**src/logic/clsf_defines.svh**
```systemverilog
// constants for the computer link status flag block
// assumes a single 125 MHz controller clock and no register bus
// Function
// - each channel raises its own link error flag on any communication error
// - the matching error code is written when the channel error flag rises
// - error flag stays set after traffic recovers; good traffic never clears it
// - errors clear at power-up on newer parts, on stop-to-run on older parts
// - stored error code changes only on a later error or at that variant's clear condition
// - character fault stores 6301 on channel 1, 3801 on channel 2
// - broadcast station FF with non-global-write stores 6305 or 3805
// - message timeout reinitialises receive and stores 6306 or 3806
// - oldest part keeps channel 1 format and station only while keep bit is set
// - global write command sets or clears the channel global flag
// - global flag forced off at power-down or in stop mode
// - on-demand busy set on request, held until sending completes
// - on-demand fault set when the requested data quantity is invalid
// - fault blocks on-demand sends; program clears it before a new request
// - unit select set picks 8-bit bytes, clear picks 16-bit words
// - word mode one register per unit; byte mode units halved rounded up
// - newer parts load format from parameters at power-up, older from program
// - channel 2 format comes from parameters; its word is only for reading
// - per-channel timeout word sets allowed pause in a reception
`ifndef CLSF_DEFINES_SVH
`define CLSF_DEFINES_SVH
`define CLSF_NCH 2
`define CLSF_CODE_CHAR_CH1 16'h6301
`define CLSF_CODE_CMD_CH1 16'h6305
`define CLSF_CODE_TMO_CH1 16'h6306
`define CLSF_CODE_CHAR_CH2 16'h3801
`define CLSF_CODE_CMD_CH2 16'h3805
`define CLSF_CODE_TMO_CH2 16'h3806
`define CLSF_CODE_NONE 16'h0000
`define CLSF_BCAST_STATION 8'hFF
`define CLSF_STATION_RESET 8'h00
`define CLSF_FMT_RESET 16'h0000
`define CLSF_OD_MIN_UNITS 16'h0001
`define CLSF_OD_MAX_UNITS 16'h0040
`define CLSF_CLK_PERIOD_NS 8
`define CLSF_TMO_UNIT_NS 10000000
`define CLSF_TICK_CYCLES (`CLSF_TMO_UNIT_NS / `CLSF_CLK_PERIOD_NS)
`define CLSF_TMO_OFF 16'h0000
`endif

```
**src/logic/clsf_pkg.sv**
```systemverilog
// types shared by the computer link status flag block
// assumes clsf_defines.svh for all numeric constants
package clsf_pkg;
  typedef logic [15:0] clsf_word_type;
  typedef logic [7:0] clsf_station_type;
  typedef enum logic {CLSF_RX_IDLE, CLSF_RX_BUSY} clsf_rx_state_type;
  typedef enum logic [1:0] {CLSF_ERR_CHAR, CLSF_ERR_CMD, CLSF_ERR_TMO}
    clsf_err_kind_type;
endpackage

```
**src/logic/clsf_err_if.sv**
```systemverilog
// carrier between the channel logic and its error recorder
// assumes one clock domain; all signals are same-clock logic
`timescale 1ns/1ps
`default_nettype none
interface clsf_err_if;
  import clsf_pkg::*;
  logic evt;
  clsf_word_type code_in;
  logic clear;
  logic flag;
  clsf_word_type code;
  modport src (output evt, output code_in, output clear,
    input flag, input code);
  modport rec (input evt, input code_in, input clear,
    output flag, output code);
endinterface
`default_nettype wire

```
**src/logic/clsf_err_recorder.sv**
```systemverilog
// sticky error flag and error code word of one channel
// assumes evt and clear are one-cycle pulses on clk
`timescale 1ns/1ps
`default_nettype none
`include "clsf_defines.svh"
module clsf_err_recorder (
  input wire logic clk,
  input wire logic reset_n,
  clsf_err_if.rec err
);
  import clsf_pkg::*;

  // an error in the clearing cycle wins over the clear
  always_ff @(posedge clk or negedge reset_n) begin
    if (!reset_n) begin
      err.flag <= 1'b0;
    end else if (err.evt) begin
      err.flag <= 1'b1;
    end else if (err.clear) begin
      err.flag <= 1'b0;
    end
  end

  always_ff @(posedge clk or negedge reset_n) begin
    if (!reset_n) begin
      err.code <= `CLSF_CODE_NONE;
    end else if (err.evt) begin
      err.code <= err.code_in;
    end else if (err.clear) begin
      err.code <= `CLSF_CODE_NONE;
    end
  end
endmodule
`default_nettype wire

```
**src/logic/clsf_link_flags.sv**
```systemverilog
// status and control flags of a two-channel computer link
// assumes all inputs come from logic on clk; channel events are pulses
`timescale 1ns/1ps
`default_nettype none
`include "clsf_defines.svh"
module clsf_link_flags #(
  parameter int TICK_CYCLES = `CLSF_TICK_CYCLES
) (
  input wire logic clk,
  input wire logic reset_n,
  input wire logic run_mode,
  input wire logic variant_powerup_clear,
  input wire logic variant_param_format,
  input wire logic variant_oldest,
  input wire logic setting_keep_bit,
  input wire clsf_pkg::clsf_word_type param_format_ch1,
  input wire clsf_pkg::clsf_word_type param_format_ch2,
  input wire clsf_pkg::clsf_station_type param_station_ch1,
  input wire clsf_pkg::clsf_station_type param_station_ch2,
  input wire logic format_wr_en,
  input wire clsf_pkg::clsf_word_type format_wr_data,
  input wire logic station_wr_en,
  input wire clsf_pkg::clsf_station_type station_wr_data,
  input wire logic rx_char_ch1,
  input wire logic rx_char_ch2,
  input wire logic rx_char_fault_ch1,
  input wire logic rx_char_fault_ch2,
  input wire logic frame_valid_ch1,
  input wire logic frame_valid_ch2,
  input wire clsf_pkg::clsf_station_type frame_station_ch1,
  input wire clsf_pkg::clsf_station_type frame_station_ch2,
  input wire logic global_write_command_ch1,
  input wire logic global_write_command_ch2,
  input wire logic global_write_on_ch1,
  input wire logic global_write_on_ch2,
  input wire clsf_pkg::clsf_word_type rx_timeout_word_ch1,
  input wire clsf_pkg::clsf_word_type rx_timeout_word_ch2,
  input wire logic od_req_ch1,
  input wire logic od_req_ch2,
  input wire clsf_pkg::clsf_word_type od_qty_ch1,
  input wire clsf_pkg::clsf_word_type od_qty_ch2,
  input wire logic ondemand_unit_sel_ch1,
  input wire logic ondemand_unit_sel_ch2,
  input wire logic od_fault_clr_ch1,
  input wire logic od_fault_clr_ch2,
  input wire logic od_send_done_ch1,
  input wire logic od_send_done_ch2,
  output logic link_error_flag_ch1,
  output logic link_error_flag_ch2,
  output clsf_pkg::clsf_word_type link_error_code_ch1,
  output clsf_pkg::clsf_word_type link_error_code_ch2,
  output logic global_flag_ch1,
  output logic global_flag_ch2,
  output logic ondemand_busy_ch1,
  output logic ondemand_busy_ch2,
  output logic ondemand_fault_ch1,
  output logic ondemand_fault_ch2,
  output logic od_start_ch1,
  output logic od_start_ch2,
  output clsf_pkg::clsf_word_type od_reg_count_ch1,
  output clsf_pkg::clsf_word_type od_reg_count_ch2,
  output logic rx_reinit_ch1,
  output logic rx_reinit_ch2,
  output clsf_pkg::clsf_word_type comm_format_word_ch1,
  output clsf_pkg::clsf_word_type comm_format_word_ch2,
  output clsf_pkg::clsf_station_type station_word_ch1,
  output clsf_pkg::clsf_station_type station_word_ch2
);
  import clsf_pkg::*;

  localparam int NCH = `CLSF_NCH;

  function automatic clsf_word_type err_code(input int ch,
    input clsf_err_kind_type kind);
    clsf_word_type c;
    c = `CLSF_CODE_NONE;
    case (kind)
      CLSF_ERR_CHAR: c = (ch == 0) ? `CLSF_CODE_CHAR_CH1
                                   : `CLSF_CODE_CHAR_CH2;
      CLSF_ERR_CMD: c = (ch == 0) ? `CLSF_CODE_CMD_CH1
                                  : `CLSF_CODE_CMD_CH2;
      CLSF_ERR_TMO: c = (ch == 0) ? `CLSF_CODE_TMO_CH1
                                  : `CLSF_CODE_TMO_CH2;
      default: c = `CLSF_CODE_NONE;
    endcase
    return c;
  endfunction

  // per-channel views of the plain ports
  logic [NCH-1:0] rx_char, char_fault, frame_valid, gw_cmd, gw_on;
  logic [NCH-1:0] od_req, unit_sel, od_fault_clr, od_done;
  clsf_station_type frame_station [NCH];
  clsf_station_type own_station [NCH];
  clsf_word_type tmo_word [NCH];
  clsf_word_type od_qty [NCH];
  logic [NCH-1:0] global_reg, busy_reg, fault_reg, start_reg, reinit_reg;
  clsf_word_type reg_count_reg [NCH];
  logic [NCH-1:0] err_flag;
  clsf_word_type err_code_word [NCH];

  assign rx_char = {rx_char_ch2, rx_char_ch1};
  assign char_fault = {rx_char_fault_ch2, rx_char_fault_ch1};
  assign frame_valid = {frame_valid_ch2, frame_valid_ch1};
  assign gw_cmd = {global_write_command_ch2, global_write_command_ch1};
  assign gw_on = {global_write_on_ch2, global_write_on_ch1};
  assign od_req = {od_req_ch2, od_req_ch1};
  assign unit_sel = {ondemand_unit_sel_ch2, ondemand_unit_sel_ch1};
  assign od_fault_clr = {od_fault_clr_ch2, od_fault_clr_ch1};
  assign od_done = {od_send_done_ch2, od_send_done_ch1};
  assign frame_station[0] = frame_station_ch1;
  assign frame_station[1] = frame_station_ch2;
  assign tmo_word[0] = rx_timeout_word_ch1;
  assign tmo_word[1] = rx_timeout_word_ch2;
  assign od_qty[0] = od_qty_ch1;
  assign od_qty[1] = od_qty_ch2;
  assign own_station[0] = station_word_ch1;
  assign own_station[1] = station_word_ch2;

  // mode tracking and power-up parameter load
  logic run_prev_reg, load_pending_reg;
  logic stop_to_run;
  assign stop_to_run = run_mode & ~run_prev_reg;

  always_ff @(posedge clk or negedge reset_n) begin
    if (!reset_n) begin
      run_prev_reg <= 1'b1;
    end else begin
      run_prev_reg <= run_mode;
    end
  end

  always_ff @(posedge clk or negedge reset_n) begin
    if (!reset_n) begin
      load_pending_reg <= 1'b1;
    end else begin
      load_pending_reg <= 1'b0;
    end
  end

  // older parts clear errors on stop-to-run; newer parts only at reset
  logic err_clear;
  assign err_clear = stop_to_run & ~variant_powerup_clear;

  // oldest part drops its channel 1 settings on stop-to-run unless told to keep them
  logic settings_drop;
  assign settings_drop = variant_oldest & ~setting_keep_bit
    & stop_to_run;

  always_ff @(posedge clk or negedge reset_n) begin
    if (!reset_n) begin
      comm_format_word_ch1 <= `CLSF_FMT_RESET;
    end else if (load_pending_reg && variant_param_format) begin
      comm_format_word_ch1 <= param_format_ch1;
    end else if (format_wr_en && !variant_param_format) begin
      comm_format_word_ch1 <= format_wr_data;
    end else if (settings_drop) begin
      comm_format_word_ch1 <= `CLSF_FMT_RESET;
    end
  end

  always_ff @(posedge clk or negedge reset_n) begin
    if (!reset_n) begin
      station_word_ch1 <= `CLSF_STATION_RESET;
    end else if (load_pending_reg && variant_param_format) begin
      station_word_ch1 <= param_station_ch1;
    end else if (station_wr_en && !variant_param_format) begin
      station_word_ch1 <= station_wr_data;
    end else if (settings_drop) begin
      station_word_ch1 <= `CLSF_STATION_RESET;
    end
  end

  // channel 2 settings come only from parameters; program writes ignored
  always_ff @(posedge clk or negedge reset_n) begin
    if (!reset_n) begin
      comm_format_word_ch2 <= `CLSF_FMT_RESET;
      station_word_ch2 <= `CLSF_STATION_RESET;
    end else if (load_pending_reg) begin
      comm_format_word_ch2 <= param_format_ch2;
      station_word_ch2 <= param_station_ch2;
    end
  end

  // timeout time base: one enable pulse per timeout unit
  logic [31:0] tick_cnt_reg;
  logic tick;
  assign tick = (tick_cnt_reg == 32'(TICK_CYCLES - 1));

  always_ff @(posedge clk or negedge reset_n) begin
    if (!reset_n) begin
      tick_cnt_reg <= 32'h0000_0000;
    end else if (tick) begin
      tick_cnt_reg <= 32'h0000_0000;
    end else begin
      tick_cnt_reg <= tick_cnt_reg + 32'h0000_0001;
    end
  end

  genvar ch;
  generate
    for (ch = 0; ch < NCH; ch++) begin : g_ch
      clsf_err_if err_bus ();
      clsf_rx_state_type rx_state_reg;
      clsf_word_type tmo_cnt_reg;
      logic tmo_hit, for_me, bcast, cmd_err, od_bad, od_ok;

      assign for_me = frame_valid[ch]
        && (frame_station[ch] == own_station[ch]);
      assign bcast = frame_valid[ch]
        && (frame_station[ch] == `CLSF_BCAST_STATION);
      assign cmd_err = bcast && !gw_cmd[ch];
      assign tmo_hit = (rx_state_reg == CLSF_RX_BUSY)
        && (tmo_word[ch] != `CLSF_TMO_OFF)
        && (tmo_cnt_reg >= tmo_word[ch]);

      // watch for a reception that stalls before its message completes
      always_ff @(posedge clk or negedge reset_n) begin
        if (!reset_n) begin
          rx_state_reg <= CLSF_RX_IDLE;
          tmo_cnt_reg <= 16'h0000;
        end else begin
          case (rx_state_reg)
            CLSF_RX_IDLE: begin
              tmo_cnt_reg <= 16'h0000;
              if (rx_char[ch] && !frame_valid[ch]) begin
                rx_state_reg <= CLSF_RX_BUSY;
              end
            end
            CLSF_RX_BUSY: begin
              if (frame_valid[ch] || tmo_hit) begin
                rx_state_reg <= CLSF_RX_IDLE;
                tmo_cnt_reg <= 16'h0000;
              end else if (rx_char[ch]) begin
                tmo_cnt_reg <= 16'h0000;
              end else if (tick) begin
                tmo_cnt_reg <= tmo_cnt_reg + 16'h0001;
              end
            end
            default: begin
              rx_state_reg <= CLSF_RX_IDLE;
              tmo_cnt_reg <= 16'h0000;
            end
          endcase
        end
      end

      always_ff @(posedge clk or negedge reset_n) begin
        if (!reset_n) begin
          reinit_reg[ch] <= 1'b0;
        end else begin
          reinit_reg[ch] <= tmo_hit;
        end
      end

      // character faults take priority over command and timeout codes
      assign err_bus.evt = char_fault[ch] | cmd_err | tmo_hit;
      assign err_bus.code_in = char_fault[ch]
        ? err_code(ch, CLSF_ERR_CHAR)
        : cmd_err ? err_code(ch, CLSF_ERR_CMD)
        : err_code(ch, CLSF_ERR_TMO);
      assign err_bus.clear = err_clear;
      assign err_flag[ch] = err_bus.flag;
      assign err_code_word[ch] = err_bus.code;

      clsf_err_recorder u_rec (
        .clk(clk),
        .reset_n(reset_n),
        .err(err_bus)
      );

      // global flag follows the global write; stop mode forces it off
      always_ff @(posedge clk or negedge reset_n) begin
        if (!reset_n) begin
          global_reg[ch] <= 1'b0;
        end else if (!run_mode) begin
          global_reg[ch] <= 1'b0;
        end else if ((for_me || bcast) && gw_cmd[ch]) begin
          global_reg[ch] <= gw_on[ch];
        end
      end

      assign od_bad = (od_qty[ch] < `CLSF_OD_MIN_UNITS)
        || (od_qty[ch] > `CLSF_OD_MAX_UNITS);
      // a request while busy is dropped; the program interlocks on busy
      assign od_ok = od_req[ch] && !od_bad && !fault_reg[ch]
        && !busy_reg[ch];

      always_ff @(posedge clk or negedge reset_n) begin
        if (!reset_n) begin
          fault_reg[ch] <= 1'b0;
        end else if (od_req[ch] && od_bad) begin
          fault_reg[ch] <= 1'b1;
        end else if (od_fault_clr[ch]) begin
          fault_reg[ch] <= 1'b0;
        end
      end

      always_ff @(posedge clk or negedge reset_n) begin
        if (!reset_n) begin
          busy_reg[ch] <= 1'b0;
        end else if (od_ok) begin
          busy_reg[ch] <= 1'b1;
        end else if (od_done[ch]) begin
          busy_reg[ch] <= 1'b0;
        end
      end

      always_ff @(posedge clk or negedge reset_n) begin
        if (!reset_n) begin
          start_reg[ch] <= 1'b0;
        end else begin
          start_reg[ch] <= od_ok;
        end
      end

      always_ff @(posedge clk or negedge reset_n) begin
        if (!reset_n) begin
          reg_count_reg[ch] <= 16'h0000;
        end else if (od_ok) begin
          reg_count_reg[ch] <= unit_sel[ch]
            ? ((od_qty[ch] >> 1) + {15'h0000, od_qty[ch][0]})
            : od_qty[ch];
        end
      end
    end
  endgenerate

  assign link_error_flag_ch1 = err_flag[0];
  assign link_error_flag_ch2 = err_flag[1];
  assign link_error_code_ch1 = err_code_word[0];
  assign link_error_code_ch2 = err_code_word[1];
  assign global_flag_ch1 = global_reg[0];
  assign global_flag_ch2 = global_reg[1];
  assign ondemand_busy_ch1 = busy_reg[0];
  assign ondemand_busy_ch2 = busy_reg[1];
  assign ondemand_fault_ch1 = fault_reg[0];
  assign ondemand_fault_ch2 = fault_reg[1];
  assign od_start_ch1 = start_reg[0];
  assign od_start_ch2 = start_reg[1];
  assign od_reg_count_ch1 = reg_count_reg[0];
  assign od_reg_count_ch2 = reg_count_reg[1];
  assign rx_reinit_ch1 = reinit_reg[0];
  assign rx_reinit_ch2 = reinit_reg[1];
endmodule
`default_nettype wire

```
**config.mk**
```make
export PLATFORM = sky130hd
export DESIGN_NAME = clsf_link_flags
export DESIGN_NICKNAME = d
export VERILOG_FILES = /design/src/logic/clsf_pkg.sv /design/src/logic/clsf_err_if.sv /design/src/logic/clsf_err_recorder.sv /design/src/logic/clsf_link_flags.sv
export VERILOG_INCLUDE_DIRS = /design/src /design/src/logic
export SDC_FILE = /design/constraint.sdc
export NUM_CORES = 1
export LEC_CHECK = 0
export ABC_CLOCK_PERIOD_IN_PS = 6100
export BUFFER_PORTS_ARGS = -buffer_cell sky130_fd_sc_hd__buf_2
export CAP_MARGIN = 25
export CORE_ASPECT_RATIO = 2
export CORE_MARGIN = 2
export CORE_UTILIZATION = 30
export DETAILED_ROUTE_END_ITERATION = 12
export PLACE_DENSITY = 0.48
export SETUP_SLACK_MARGIN = 0.15
export SYNTH_ARGS = -nofsm -noshare
export SYNTH_HDL_FRONTEND = slang
export SYNTH_HIERARCHICAL = 1
export SYNTH_SLANG_ARGS = --single-unit
export TNS_END_PERCENT = 20
```
**constraint.sdc**
```tcl
create_clock -name clk -period 6.1 [get_ports clk]
set_input_delay 0.305 -clock clk [delete_from_list [all_inputs] [get_ports clk]]
set_output_delay 0.305 -clock clk [all_outputs]
set_load 0.1 [all_outputs]
```
==> flow_summary.yaml <==
logic_synthesis:
  yosysWarnings: 6
  synth_edf_count: 0
  synth_xor_xnor_area_share: 0.0733
  synthCells: 857
  syn_area_per_cell_um2: 11.0
  synthFlopType: "dfrtp_1"
  yosysTopAreaCellShare: 0.504
  async_flop_share: 1.00
  syn_area_um2: 9440
  yosys.cell_types.count: 50
  synth-seq-cells: 192
  yosys.area_share.simple: 0.162
  synth_top_area_cell: "dfrtp_1"
  synth_top_family_by_area: "simple AND/OR/NAND/NOR gates"
  synth-compound-area-share: 0.101
  netlist_top_cells_area: "dfrtp_1, ha_1, mux2_2"
  yosysSeqAreaShare: 0.509
  synth_mux_area_frac: 0.0484
  synthAdderAreaFrac: 0.0543
route:
  ant_nets: 0
  dr.pass1.iters: 9
  routed-via-count: 7615
  drc: 0
  drtIter0Drc: 468
  viasPerCell: 4.71
  drt-total-wl_um: 26800
  post_drt_wl_per_cell_um: 16.6
sta:
  setup_tns_ns: 0
  fin_skew_ns: 0.0106
  rsz0062_at_grt: "false"
  relSlewSlack: 0.273
  setup_violations: 0
  final_max_slew_viol_count: 0
  worst_pin_slew_ns: 1.09
  hold_viol_final: 0
  fmax_mhz: 316
  period_needed_ns: 3.16
  finalCritPeriodShare: 0.518
floorplan:
  die_w_um: 129
  io_pins: 303
  die_y_um: 255
  initial_core_util: 0.305
  fp-row-count: 91
  core-area_um2: 31000
  dieArea_um2: 33000
clock_network:
  htreeDepth: 4
  insertion_delay_ns: 0.45
  cts_tree: "yes"
  cts_setup_buffers: 0
  cts_max_path_buffers: 2
  cts_buffers: 17
  ctsResizeCount: 0
  clk_pin_slew_ns: 0.08
  cts.root.buffer_cell: "clkbuf_16"
  cts.sinks: 192
place:
  hpwl_um: 21000
  gp_congestion: 0.910
  port_buffers: 302
worst_setup_path:
  slowest_delay_ns: 0.58
  startpoint_type: "register"
  path_max_fanout: 18
  crit_top_cell: "a2111oi_0"
  crit_slowest_cell: "nand2_1"
  arrival_ns: 3.55
  critical_path_class: "reg2reg"
  crit_chain: "inv_1 > ha_1 > nand2b_1 > a2111oi_0 > a2111oi_0 > o311ai_1 > nand2_1 > nor2_8 > a22o_2"
  crit_path_end_kind: "register"
  cp.required_ns: 6.49
  reg2reg_depth: 9
pwr:
  irDropWorstVdd_mv: 0.237
  p_leak_uw: 0.00629
  pwr_density_cell_nw_per_um2: 274
grt:
  antenna_found_initial: 1
  grt_pass1_wl_um: 41100
  grt_pass1_vias: 7815
  grt_max_degree: 103
  grt_use_total: 0.162
  grt-ovfl-total: 0
job:
  max-cap-violations: 0
finish:
  final_util: 0.393
  nets: 1404
  syn_to_final_growth_pct: 28.9
  drive_above_1_share: 0.338
status:
  status: "complete, no violations"
hold_path:
  whs_path_depth: 2
  hold_class: "in2reg"
-- report_power, final --
| group | internal (µW) | switching [µW] |
|---|---|---|
| sequential | 1330 | 46.7 |
| combinational | 162 | 603 |
| clock | 634 | 562 |
| total | 2130 | 1210 |
-- placed cells by master, fill, tap and decap left out, types with 22 or more instances in the layout --
master | netlist | layout
a21oi_1 | 25 | 25
a222oi_1 | 24 | 24
a22o_1 | 24 | 24
buf_2 | 7 | 301
conb_1 | 2 | 27
dfrtp_1 | 190 | 190
ha_1 | 41 | 41
inv_1 | 85 | 85
mux2_2 | 37 | 37
nand2_1 | 42 | 42
nand3_1 | 32 | 32
nand4_1 | 34 | 34
nor2_1 | 47 | 47
nor2b_1 | 22 | 22
xnor2_1 | 39 | 39
xor2_1 | 40 | 40
-- area by class of cell --
type | count | area [µm²]
diodes | 1 | 2.50
clock buffers | 17 | 425
clock inverters | 15 | 210
fillers | 3179 | 18800
inverters | 85 | 319
multi-input cells | 576 | 4260
flip-flops and latches | 192 | 4810
well taps | 418 | 523
repair buffers | 312 | 1620
-- path summary, 6_finish.rpt --
kind	start	end	slack (ns)
max in group asynchronous	reset_n	od_reg_count_ch2[15]	4.12
min in group asynchronous	reset_n	od_reg_count_ch1[0]	0.48
setup reg to reg	g_ch[0].tmo_cnt_reg[0]	g_ch[0].u_rec/err.code[0]	2.94
setup / recovery	g_ch[0].tmo_cnt_reg[0]	g_ch[0].u_rec/err.code[0]	2.94
hold / removal	od_fault_clr_ch1	ondemand_fault_ch1	0.04
hold reg to reg	tick_cnt_reg[31]	tick_cnt_reg[31]	0.47
-- worst max-delay path: cells and delay by family (launching register included) --
family | cells | cell delay, ns
flops | 1 | 0.41
compound gates | 4 | 1.26
simple gates | 3 | 1.13
buf+inv | 1 | 0.06
fa+ha+maj | 1 | 0.25
-- metal layers --
layer  up-vias  part of all wire  global-route usage
met3        42             0.041              0.0332
met1      3698              0.37               0.174
li1       3667                 -                   -
met2       206              0.56               0.301
met5         -           0.00048                   0
met4         2             0.033              0.0725
-- cells in the mapped netlist, drive strengths merged, types with 2 or more instances --
| cell | number |
|---|---|
| dfrtp | 190 |
| inv | 85 |
| nor2 | 59 |
| nand2 | 42 |
| ha | 41 |
| xor2 | 40 |
| xnor2 | 39 |
| mux2 | 37 |
| nand4 | 34 |
| a22o | 32 |
| nand3 | 32 |
| a21oi | 25 |
| a222oi | 24 |
| nor2b | 22 |
| and3 | 20 |
| nor4 | 20 |
| clkbuf | 17 |
| nor3 | 13 |
| buf | 12 |
| a21o | 11 |
| o21ai | 10 |
| nand2b | 8 |
| and4 | 7 |
| and2 | 4 |
| mux2i | 4 |
| nor4b | 4 |
| a2111oi | 3 |
| o22ai | 3 |
| conb | 2 |
| dfstp | 2 |
| o211ai | 2 |
| o221ai | 2 |
| o311ai | 2 |
| or3 | 2 |
-- kinds of logic (layout without fill, tap and decap cells) --
logic type | Yosys count | in the layout
adder cells (fa/ha/maj) | 41 | 41
flip-flops | 192 | 192
XOR/XNOR | 79 | 79
AO/OA/AOI/OAI | 120 | 120
other | 2 | 28
buffers and inverters | 114 | 429
multiplexers | 41 | 41
AND/OR/NAND/NOR | 268 | 268
-- per-stage QoR --
step	hold WS (ns)	worst slack [ns]	power (µW)	cell area [µm²]	instances
6_report	0.0404	2.94	3340	12200	1616
3_5_place_dp	0.461	2.91	2170	11500	1579
2_1_floorplan	0.00941	3.57	1960	9530	882
4_1_cts	0.00481	2.86	3400	12200	1614
5_1_grt	0.00899	2.67	3490	12200	1615
3_3_place_gp	0.459	2.93	2170	11500	1578
-- timing repair --
action | 4_1_cts | 5_1_grt
endpoints found under the hold margin | 50 | 0
endpoints found under the setup margin | 0 | 0
hold buffers | 3 | 0
(Power assumes the default switching activity.)
